`src/rtl/spi_link_pkg.sv`:
```
// Shared constants for the serial register-access link
package spi_link_pkg;
   // Clock and link timing
   localparam int unsigned CLK_PERIOD_NS = 100;
   localparam int unsigned SCK_PERIOD_NS = 800;
   localparam int unsigned SCK_HALF_CYC  = (SCK_PERIOD_NS + 2 * CLK_PERIOD_NS - 1)
                                           / (2 * CLK_PERIOD_NS);
   // Frame layout
   localparam int unsigned BYTE_BITS     = 8;
   localparam int unsigned ADDR_BITS     = 7;
   localparam int unsigned WNR_POS       = 7;
   localparam logic        WNR_WRITE     = 1'b1;
   // Address of the data queue; held fixed during a frame
   localparam logic [6:0]  FIFO_ADDR_DEF = 7'h00;
   // Reset values
   localparam logic [7:0]  BYTE_RST      = 8'h00;
   localparam logic [2:0]  BIT_RST       = 3'h0;
endpackage

```
`src/rtl/spi_link_if.sv`:
```
// Four-wire serial link between the master end and the register slave
`timescale 1ns/1ps
`default_nettype none
interface spi_link_if;
   // Wires driven by the master
   logic sck;
   logic nss;
   logic mosi;
   // Slave data output and its enable (low while the slave drives)
   logic miso_o;
   logic miso_oe_n;
   // Resolved data line; an idle line is pulled high
   logic miso;

   // Wire level from the slave's enable
   assign miso = miso_oe_n ? 1'b1 : miso_o;

   modport slave (
      input  sck,
      input  nss,
      input  mosi,
      output miso_o,
      output miso_oe_n
   );
   modport master (
      output sck,
      output nss,
      output mosi,
      input  miso
   );
endinterface
`default_nettype wire

```
`src/rtl/spi_reg_slave.sv`:
```
// Register-access serial slave: the device end of the link
//
// Contract
// - Full duplex, clock idle low, phase zero
// - Slave only, never drives clock or select
// - Single access: address byte then data byte
// - Burst: address increments after every data byte except at the queue address
// - Queue address is held for whole frame
// - Master shifts on fall, slave samples rise
// - Slave updates data out on falling edge
// - Select low starts; output released while high
// - First byte: write flag, 7-bit address, MSB first
// - Data bytes shifted most significant bit first
// - Select rise ends frame; next byte is address
// - Write returns register's previous value
`timescale 1ns/1ps
`default_nettype none
module spi_reg_slave
   import spi_link_pkg::*;
#(
   parameter logic [6:0] FIFO_ADDR = FIFO_ADDR_DEF
) (
   // Clock and reset
   input  wire logic       mclk,
   input  wire logic       sys_rst,
   // Link
   spi_link_if.slave       link,
   // Register file side
   output logic [6:0]      reg_addr,
   output logic [7:0]      reg_wdata,
   output logic            reg_wr,
   output logic            reg_rd,
   input  wire logic [7:0] reg_rdata
);

   // Idle until selected, then one address byte, then data bytes
   typedef enum {S_IDLE, S_ADDR, S_DATA} slv_state_e;

   // Next register address: the queue address never advances, so a long
   // queue transfer keeps hitting the same location
   function automatic logic [6:0] next_addr(input logic [6:0] a);
      next_addr = (a == FIFO_ADDR) ? a : 7'(a + 7'h01);
   endfunction

   ////////////////////////////////////////////////////////////////////////
   // Pin synchronisers
   // The link clock is just another pin here; an edge is acted on three cycles
   // after it moves, so three system clocks per half period is the least usable
   logic [1:0] sck_sync_r, nss_sync_r, mosi_sync_r;
   logic [1:0] sck_sync_nxt, nss_sync_nxt, mosi_sync_nxt;
   logic       sck_prev_r, sck_prev_nxt;
   logic       sck_s, nss_s, mosi_s, sck_rise, sck_fall;

   // Two flops per pin, plus one for edge finding
   always_comb begin
      sck_sync_nxt  = {sck_sync_r[0], link.sck};
      nss_sync_nxt  = {nss_sync_r[0], link.nss};
      mosi_sync_nxt = {mosi_sync_r[0], link.mosi};
      sck_prev_nxt  = sck_sync_r[1];
   end

   // Synchroniser registers; select resets to its idle high level
   always_ff @(posedge mclk) begin
      if (sys_rst) begin
         sck_sync_r  <= 2'h0;
         nss_sync_r  <= 2'h3;
         mosi_sync_r <= 2'h0;
         sck_prev_r  <= 1'b0;
      end else begin
         sck_sync_r  <= sck_sync_nxt;
         nss_sync_r  <= nss_sync_nxt;
         mosi_sync_r <= mosi_sync_nxt;
         sck_prev_r  <= sck_prev_nxt;
      end
   end

   // Synchronised levels and clock edges
   assign sck_s    = sck_sync_r[1];
   assign nss_s    = nss_sync_r[1];
   assign mosi_s   = mosi_sync_r[1];
   assign sck_rise = sck_s & ~sck_prev_r;
   assign sck_fall = ~sck_s & sck_prev_r;

   ////////////////////////////////////////////////////////////////////////
   // Frame engine
   slv_state_e state_r, state_nxt;
   logic [2:0] bit_cnt_r, bit_cnt_nxt;
   logic [6:0] shin_r, shin_nxt;
   logic [6:0] addr_r, addr_nxt;
   logic       wnr_r, wnr_nxt;
   logic [7:0] tx_r, tx_nxt;
   logic       miso_r, miso_nxt;
   logic       oe_n_r, oe_n_nxt;
   logic       adv_r, adv_nxt;
   logic       fetch_r, fetch_nxt;
   logic       wr_r, wr_nxt;
   logic [7:0] wdata_r, wdata_nxt;
   logic [7:0] byte_in;

   // Completed byte, MSB received first
   assign byte_in = {shin_r, mosi_s};

   // Next state of the frame engine
   // Each byte ends on its eighth rise; the write, the address step and the
   // fetch follow in that order before the next falling edge is acted on
   always_comb begin
      state_nxt   = state_r;
      bit_cnt_nxt = bit_cnt_r;
      shin_nxt    = shin_r;
      addr_nxt    = addr_r;
      wnr_nxt     = wnr_r;
      tx_nxt      = tx_r;
      miso_nxt    = miso_r;
      oe_n_nxt    = nss_s;
      adv_nxt     = 1'b0;
      fetch_nxt   = 1'b0;
      wr_nxt      = 1'b0;
      wdata_nxt   = wdata_r;
      if (nss_s) begin
         // Frame ended: next byte will be an address
         state_nxt   = S_IDLE;
         bit_cnt_nxt = BIT_RST;
         tx_nxt      = BYTE_RST;
         miso_nxt    = 1'b0;
      end else begin
         if (state_r == S_IDLE) begin
            state_nxt   = S_ADDR;
            bit_cnt_nxt = BIT_RST;
         end
         // Step the register address, then fetch its contents
         if (adv_r) begin
            addr_nxt  = next_addr(addr_r);
            fetch_nxt = 1'b1;
         end
         // Load the outgoing byte before its first falling edge
         // The fetch lands just after a rise, so it never meets a fall
         if (fetch_r) begin
            tx_nxt = reg_rdata;
         end else if (sck_fall) begin
            miso_nxt = tx_r[BYTE_BITS-1];
            tx_nxt   = {tx_r[6:0], 1'b0};
         end
         if (sck_rise && state_r != S_IDLE) begin
            shin_nxt    = byte_in[6:0];
            bit_cnt_nxt = 3'(bit_cnt_r + 3'h1);
            if (bit_cnt_r == 3'(BYTE_BITS - 1)) begin
               if (state_r == S_ADDR) begin
                  // Address byte: flag then 7-bit address
                  wnr_nxt   = byte_in[WNR_POS];
                  addr_nxt  = byte_in[ADDR_BITS-1:0];
                  fetch_nxt = 1'b1;
                  state_nxt = S_DATA;
               end else begin
                  // Data byte: write it, then move on
                  wr_nxt    = (wnr_r == WNR_WRITE);
                  wdata_nxt = byte_in;
                  adv_nxt   = 1'b1;
               end
            end
         end
      end
   end

   // Frame engine registers
   always_ff @(posedge mclk) begin
      if (sys_rst) begin
         state_r   <= S_IDLE;
         bit_cnt_r <= BIT_RST;
         shin_r    <= 7'h00;
         addr_r    <= 7'h00;
         wnr_r     <= 1'b0;
         tx_r      <= BYTE_RST;
         miso_r    <= 1'b0;
         oe_n_r    <= 1'b1;
         adv_r     <= 1'b0;
         fetch_r   <= 1'b0;
         wr_r      <= 1'b0;
         wdata_r   <= BYTE_RST;
      end else begin
         state_r   <= state_nxt;
         bit_cnt_r <= bit_cnt_nxt;
         shin_r    <= shin_nxt;
         addr_r    <= addr_nxt;
         wnr_r     <= wnr_nxt;
         tx_r      <= tx_nxt;
         miso_r    <= miso_nxt;
         oe_n_r    <= oe_n_nxt;
         adv_r     <= adv_nxt;
         fetch_r   <= fetch_nxt;
         wr_r      <= wr_nxt;
         wdata_r   <= wdata_nxt;
      end
   end

   ////////////////////////////////////////////////////////////////////////
   // Outputs; the slave only answers, it never drives clock or select
   // A read fetch doubles as the queue pop, so the last byte of a read burst
   // pops one entry that is never shifted out
   assign link.miso_o    = miso_r;
   assign link.miso_oe_n = oe_n_r;
   assign reg_addr       = addr_r;
   assign reg_wdata      = wdata_r;
   assign reg_wr         = wr_r;
   assign reg_rd         = fetch_r & ~wnr_r;   // Pop strobe on reads only

endmodule
`default_nettype wire

```
`src/flat_wrapper.sv`:
```
// flat-port wrapper written by rule: the top's interface ports become plain ports
module spi_reg_slave_flat import spi_link_pkg::*;
#(
   parameter logic [6:0] FIFO_ADDR = FIFO_ADDR_DEF
)
  (mclk, sys_rst, reg_addr, reg_wdata, reg_wr, reg_rd, reg_rdata, link_sck, link_nss, link_mosi, link_miso_o, link_miso_oe_n);
  spi_link_if link_i ();
  input  wire logic mclk;
  input  wire logic sys_rst;
  output logic [6:0] reg_addr;
  output logic [7:0] reg_wdata;
  output logic reg_wr;
  output logic reg_rd;
  input  wire logic [7:0] reg_rdata;
  input wire logic [$bits(link_i.sck)-1:0] link_sck;
  input wire logic [$bits(link_i.nss)-1:0] link_nss;
  input wire logic [$bits(link_i.mosi)-1:0] link_mosi;
  output wire logic [$bits(link_i.miso_o)-1:0] link_miso_o;
  output wire logic [$bits(link_i.miso_oe_n)-1:0] link_miso_oe_n;
  assign link_i.sck = link_sck;
  assign link_i.nss = link_nss;
  assign link_i.mosi = link_mosi;
  assign link_miso_o = link_i.miso_o;
  assign link_miso_oe_n = link_i.miso_oe_n;
  spi_reg_slave #(.FIFO_ADDR(FIFO_ADDR)) u_core (.mclk(mclk), .sys_rst(sys_rst), .link(link_i), .reg_addr(reg_addr), .reg_wdata(reg_wdata), .reg_wr(reg_wr), .reg_rd(reg_rd), .reg_rdata(reg_rdata));
endmodule
```
`config.mk`:
```
export PLATFORM = sky130hd
export DESIGN_NAME = spi_reg_slave_flat
export DESIGN_NICKNAME = d
export VERILOG_FILES = /design/src/rtl/spi_link_pkg.sv /design/src/rtl/spi_link_if.sv /design/src/rtl/spi_reg_slave.sv /design/src/flat_wrapper.sv
export SDC_FILE = /design/constraint.sdc
export NUM_CORES = 1
export LEC_CHECK = 0
export BUFFER_PORTS_ARGS = -buffer_cell sky130_fd_sc_hd__buf_2
export CORE_MARGIN = 2
export CORE_UTILIZATION = 42
export CTS_CLUSTER_SIZE = 25
export DETAILED_ROUTE_END_ITERATION = 16
export SYNTH_ARGS = -nofsm -noshare
export SYNTH_HDL_FRONTEND = slang
export SYNTH_SLANG_ARGS = --single-unit
```
`constraint.sdc`:
```
create_clock -name mclk -period 2.1 [get_ports mclk]
set_input_delay 0.42 -clock mclk [delete_from_list [all_inputs] [get_ports mclk]]
set_output_delay 0.42 -clock mclk [all_outputs]
set_load 0.03 [all_outputs]
```
==> results.yml, run 1 <==
clock_network:
  cts_resized: 0
  cts_sinks: 78
  cts_tree: "yes"
  clock_path_buffers: 2
  clock_latency_ns: 0.35
  postCtsSetupRepairBufs: 0
  cts-buffers-inserted: 9
  path_clk_slew_ns: 0.07
  cts_hold_buf: 0
  htree_levels: 3
  root_buffer: "clkbuf_8"
critical_path:
  ff2ff_path_depth: 6
  worst_setup_path_start_kind: "register"
  worstPathRequired_ns: 2.34
  endpoint_kind: "register"
  cp.arrival_ns: 2.01
  path_class: "reg -> reg"
  crit_path_max_fanout: 30
timing:
  max_freq_mhz: 562
  period_needed_ns: 1.78
  fin_skew_ns: 0.00996
  hold_slack_ns: 0.256
  final.period_utilization: 0.847
  relSlewSlack: 0.636
  worst_pin_slew_ns: 0.546
  slew_viol_final: 0
  finalSetupTns_ns: 0
  final-setup-viol-count: 0
  rsz0062_at_grt: "false"
  hold_viol_final: 0
global_route:
  grt_first_pass_wirelength_mm: 8.38
  antenna_found_initial: 0
  grt_max_degree: 32
  grt_usage: 0.143
  overflow: 0
  grt_pass1_vias: 1726
power_and_ir_drop:
  power.leakage_nw: 1.56
  ir_worst_vdd_uv: 515
  power.density_nw_per_um2: 821
logic_synthesis:
  ys_seq_area_frac: 0.525
  synth_enable_flop_cells: 0
  synth_compound_area_frac: 0.0741
  ys_ff_latch: 78
  synthFlopType: "dfxtp_1"
  avgSynthCellArea_um2: 10.1
  synthMuxAreaShare: 0.0880
  synth-async-reset-ratio: 0
  syn_area_um2: 2970
  synthSimpleGateAreaFrac: 0.266
  synthCells: 293
  synth_warnings: 0
  synth_xor_area_frac: 0.00295
  synth_top_family_by_area: "simple AND/OR/NAND/NOR gates"
  synth_fp_nets: 310
  yosys.area_share.adder: 0.0168
  synth_cell_type_count: 40
route:
  drtIter0Drc: 83
  finalWirelength_mm: 5.09
  drc_errors: 0
  dr.pass1.iters: 4
  viasPerCell: 4.63
  vias: 1996
  wl_per_cell_um: 11.8
  drtAntennaViolNets: 0
die:
  ios: 32
  core-area_um2: 6830
  start_util: 0.435
  die_w_um: 88.1
  floorplan.rows: 30
  die_h_um: 88.1
  dieArea_um2: 7770
place:
  portBuffers: 31
  dp_hpwl_mm: 3.41
  gp_congestion: 0.747
hold_path:
  min_path_cells: 2
  hp-class: "in -> reg"
job:
  cap_violations: 0
finish:
  num_antenna_cells: 0
  drive_above_1_share: 0.209
  nNetsFinal: 348
  n_fill_cell: 650
  area_growth_pct: 17.6
outcome:
  status: "completed"
[cell usage after synthesis, types with 2 or more instances]
cell type	instances	area, um^2
or2_2	2	12.5
clkbuf_1	10	37.5
or3_1	5	31.3
nand2_1	16	60.1
ha_1	4	50.1
dfxtp_1	78	1560
a21oi_1	12	60.1
nor4_2	3	37.5
a31oi_1	5	31.3
and2_1	32	200
inv_1	4	15.0
nand2b_1	2	12.5
nand3_1	7	35.0
nor2_1	40	150
nor2b_1	7	43.8
nand4_1	2	12.5
or2_0	2	12.5
a21o_1	6	45.0
nor4_4	4	85.1
o21ai_0	3	15.0
mux2i_1	25	250
buf_1	2	7.51
nor3_1	5	25.0
[where the power goes]
part | switching [W] | internal (W) | total, W
Combinational | 0.0000363 | 0.0000267 | 0.0000630
Clock | 0.000531 | 0.000782 | 0.00131
Sequential | 0.00000663 | 0.00149 | 0.00149
[critical path, stage by stage, from the launching register on]
cell and delay [ns]:
dfxtp_1 0.31, nor4_2 0.32, nand4_2 0.27, nor3_2 0.28, nor2_1 0.09, buf_4 0.21
and2_1 0.18
[final cells by class]
cell class                 count  area [um^2]  share of cell area
sequential                    78         1560               0.447
multi-input combinational    197         1330               0.381
timing repair buffer          41          230              0.0659
clock buffer                   9          124              0.0354
tap                           96          120              0.0344
clock inverter                 6          111              0.0319
inverter                       4         15.0             0.00430
[sequential cells by signal, indices dropped and copies added (netlist names), 3 cells and up]
signal and count:
u_core.reg_wdata 8, u_core.bit_cnt_r 3, u_core.reg_addr 7, u_core.state_r 32, u_core.shin_r 7, u_core.tx_r 8
[worst paths after layout]
kind / startpoint / endpoint / slack (ns)
max: u_core.state_r[27]$_SDFF_PP0_ / u_core.state_r[31]$_SDFF_PP0_ / 0.32
min: link_nss / u_core.nss_sync_r[0]$_SDFF_PP1_ / 0.26
max reg2reg: u_core.state_r[27]$_SDFF_PP0_ / u_core.state_r[31]$_SDFF_PP0_ / 0.32
min reg2reg: u_core.nss_sync_r[0]$_SDFF_PP1_ / u_core.nss_sync_r[1]$_SDFF_PP1_ / 0.41
[metrics by stage]
step / setup slack [ns] / instances / instance area (um^2) / total power (W) / util
final: 0.321 / 431 / 3490 / 0.00287 / 0.512
after global routing: 0.0843 / 431 / 3490 / 0.00297 / 0.512
after CTS: 0.298 / 431 / 3490 / 0.00291 / 0.512
after detailed placement: 0.308 / 416 / 3260 / 0.00159 / 0.477
after global placement: 0.329 / 416 / 3260 / 0.00159 / 0.477
after floorplan: 0.295 / 293 / 2970 / 0.00157 / -
[kinds of logic (layout without fill, tap and decap cells)]
kind of cell | after synthesis | after routing
and+or+nand+nor | 133 | 133
xor gates and xnor gates | 1 | 1
muxes | 26 | 26
adders and majority gates | 4 | 4
AOI/OAI and AO/OA | 33 | 33
DFF | 78 | 78
buffers and inverters | 18 | 60
[layout by cell type, fill, tap and decap left out, types with 2 or more instances in the layout]
master and n:
nand4_1 2, o21ai_0 3, ha_1 4, buf_4 10, nor4_4 4, nor2b_1 7
a31oi_1 5, a21o_1 6, nand3_1 7, bufinv_16 3, nand2_1 16, or3_1 5
nand2b_1 2, or2_0 2, buf_2 31, inv_1 4, mux2i_1 25, nor4_2 3
dfxtp_1 78, a21oi_1 12, or2_2 2, nor2_1 40, clkbuf_8 9, and2_1 32
nor3_1 5
[per-layer routing]
layer	up-vias	GRT usage	part of all wire
met1	868	0.216	0.54
met2	51	0.181	0.40
met3	4	0.0320	0.054
met4	0	0.0868	0.011
li1	1073	-	-
met5	-	0	0
Note: power is estimated with default switching activity, not from simulation.
==> inputs of run 2 (changes only) <==
--- a/config.mk
+++ b/config.mk
@@ -5,6 +5,7 @@
 export SDC_FILE = /design/constraint.sdc
 export NUM_CORES = 1
 export LEC_CHECK = 0
+export ABC_AREA = 1
 export BUFFER_PORTS_ARGS = -buffer_cell sky130_fd_sc_hd__buf_2
 export CORE_MARGIN = 2
 export CORE_UTILIZATION = 42
==> constraint.sdc (replaced) <==
create_clock -name mclk -period 1.8 [get_ports mclk]
set_input_delay 0.36 -clock mclk [delete_from_list [all_inputs] [get_ports mclk]]
set_output_delay 0.36 -clock mclk [all_outputs]
set_load 0.03 [all_outputs]
==> run 2 against run 1 <==
Worst setup slack got worse by 0.22 ns. Hold slack got worse by 0.056 ns. Cell count increased by 28%. Count of clock-buffer cells in the layout increased by 3. Sequential power increased by 17%. Clock skew decreased by 0.00055 ns. Wire length increased by 9.4%. Design area increased by 6.0%. Critical endpoint is now reg_rd.
==> results.yml, run 2 <==
place:
  dp_hpwl_mm: 3.94
  portBuffers: 31
  gp_congestion: 0.769
  place_area_um2: 3460
  placedCellCount: 533
logic_synthesis:
  ys_top_cells_by_area: "dfxtp_1, nand2_1, nor2_1"
  synthFlopType: "dfxtp_1"
  synth_warnings: 0
  synth_enable_flop_cells: 0
  synth_cell_type_count: 33
  synthCells: 407
  synthSimpleGateAreaFrac: 0.321
  synth_top_family_by_area: "simple AND/OR/NAND/NOR gates"
  ys_ff_latch: 78
  synth.most_common_cell: "nand2_1"
  synth_xor_area_frac: 0.0138
  synth-async-reset-ratio: 0
  synthMuxAreaShare: 0
  synthTopCellsByCount: "nand2_1, dfxtp_1, nor2_1, inv_1, nand3_1"
  synth_compound_area_frac: 0.0701
  yosys.area_share.adder: 0.0157
  synth_top_area_cell: "dfxtp_1"
  synth_fp_nets: 424
  yosysTopAreaCellShare: 0.491
  syn_area_um2: 3180
  avgSynthCellArea_um2: 7.81
  ys_seq_area_frac: 0.491
critical_path:
  crit_path_max_incr_delay_ns: 0.51
  cp.arrival_ns: 1.34
  reg2reg_slack_ns: 0.25
  reg2reg_to: "u_core.reg_addr[6]$_SDFFE_PP0N_"
  r2r-start: "u_core.reg_addr[1]$_SDFFE_PP0N_"
  crit_path_top_delay_cell: "dfxtp_1"
  crit_chain: "inv_1 > nor2_1 > buf_2"
  cp_num_buf_inv: 2
  crit_path_max_fanout: 9
  worstPathRequired_ns: 1.44
  path_class: "reg -> out"
  worst_setup_path_start_kind: "register"
  cpLargestDelayFamily: "flip-flops"
  endpoint_kind: "output port"
  ff2ff_path_depth: 9
route:
  wl_per_cell_um: 10.1
  drtIter0Drc: 84
  dr.pass1.iters: 5
  viasPerCell: 4.44
  finalWirelength_mm: 5.57
  vias: 2458
  drtAntennaViolNets: 0
  drc_errors: 0
finish:
  area_growth_pct: 16.5
  stdcell_area_um2: 3700
  post-route-util: 0.508
  largest_reg_flops: 32
  num_antenna_cells: 0
  seqCellArea_um2: 1560
  multi_input_area_um2: 1340
  final_cell_mix: "nand2_1, dfxtp_1, nor2_1, inv_1, buf_2"
  largest_register: "u_core.state_r"
  layout_commonest_cell: "nand2_1"
  stdcell_count: 553
  n_fill_cell: 757
  nNetsFinal: 466
  drive_above_1_share: 0.207
timing:
  final-setup-viol-count: 0
  period_needed_ns: 1.70
  relSlewSlack: 0.722
  max_freq_mhz: 588
  worst_pin_slew_ns: 0.416
  final.period_utilization: 0.944
  finalSetupTns_ns: 0
  fin_skew_ns: 0.00941
  slew_viol_final: 0
  rsz0062_at_grt: "false"
  hold_viol_final: 0
power_and_ir_drop:
  total_power_w: 0.00319
  ir_worst_vdd_uv: 432
  power.leakage_nw: 1.55
  power.density_nw_per_um2: 861
hold_path:
  worstHoldStart: "link_nss"
  hp-class: "in -> reg"
  min_path_cells: 2
  hold_end: "u_core.nss_sync_r[0]$_SDFF_PP1_"
die:
  core-area_um2: 7290
  start_util: 0.436
  dieArea_um2: 8280
  die_w_um: 91.0
  ios: 32
  die_h_um: 91.0
  floorplan.rows: 31
global_route:
  overflow: 0
  grt_pass1_vias: 2313
  use_met1: 0.193
  antenna_found_initial: 0
  grt_max_degree: 43
  grt_util_met2: 0.236
  grt_first_pass_wirelength_mm: 10.1
  grt_use_met3: 0.0382
  grt_usage: 0.150
  grt_busiest_layer: "met2"
clock_network:
  cts_resized: 0
  cts_tree: "yes"
  root_buffer: "clkbuf_8"
  htree_levels: 3
  clock_path_buffers: 2
  clock_latency_ns: 0.34
  cts-buffers-inserted: 9
  cts_sinks: 78
  path_clk_slew_ns: 0.08
job:
  cap_violations: 0
outcome:
  status: "completed"
==> run 2: stage by stage <==
stage / worst slack [ns] / hold WS, ns
floorplan: 0.0894 / 0.388
global placement: 0.210 / 0.392
detailed placement: 0.155 / 0.396
CTS: 0.0932 / 0.181
global route: 0.0102 / 0.180
finish: 0.101 / 0.199
==> run 2: where the power goes <==
| group | switching [W] | internal, W | leakage, nW |
|---|---|---|---|
| Combinational | 0.0000477 | 0.0000274 | 0.818 |
| Sequential | 0.00000446 | 0.00173 | 0.630 |
| Clock | 0.000621 | 0.000756 | 0.105 |
==> run 2: cell families after synthesis <==
family / Yosys count
AOI/OAI and AO/OA: 36
buffers and inverters: 72
and+or+nand+nor: 212
DFF: 78
adders and majority gates: 4
xor gates and xnor gates: 5
==> run 2: final cells by class <==
class | count | area share
multi-input cells | 257 | 0.361
clock buffers | 12 | 0.0446
clock inverters | 4 | 0.0145
inverters | 62 | 0.0628
flip-flops and latches | 78 | 0.421
repair buffers | 41 | 0.0621
well taps | 99 | 0.0334
==> run 2: repair_timing <==
action,4_1_cts,5_1_grt
hold buffers,0,0
setup endpoints to repair,0,8
endpoints found under the hold margin,0,0
setup buffers,0,4
==> run 2: worst register-to-register path: cells and delay by family (launching register included) <==
| family | cells | cell delay [ns] |
|---|---|---|
| DFF | 1 | 0.41 |
| and+or+nand+nor | 7 | 0.75 |
| adders and majority gates | 1 | 0.21 |
| AOI/OAI and AO/OA | 1 | 0.07 |
==> run 2: per-layer routing <==
layer  vias up  share of wire
li1       1334              -
met1      1076           0.52
met2        38           0.43
met3        10          0.035
met4         0          0.018
met5         -              0
==> run 2: worst max path at each step <==
stage / depth (start not counted) / startpoint / slack (ns) / end
2_1_floorplan: 9 / u_core.reg_addr[0]$_SDFFE_PP0N_ / 0.09 / u_core.reg_addr[6]$_SDFFE_PP0N_
5_1_grt: 3 / u_core.fetch_r$_SDFF_PP0_ / 0.01 / reg_rd
4_1_cts: 3 / u_core.fetch_r$_SDFF_PP0_ / 0.09 / reg_rd
6_report: 3 / u_core.fetch_r$_SDFF_PP0_ / 0.10 / reg_rd
3_3_place_gp: 9 / u_core.state_r[10]$_SDFF_PP0_ / 0.21 / u_core.reg_wr$_SDFF_PP0_
3_5_place_dp: 9 / u_core.state_r[10]$_SDFF_PP0_ / 0.16 / u_core.reg_wr$_SDFF_PP0_
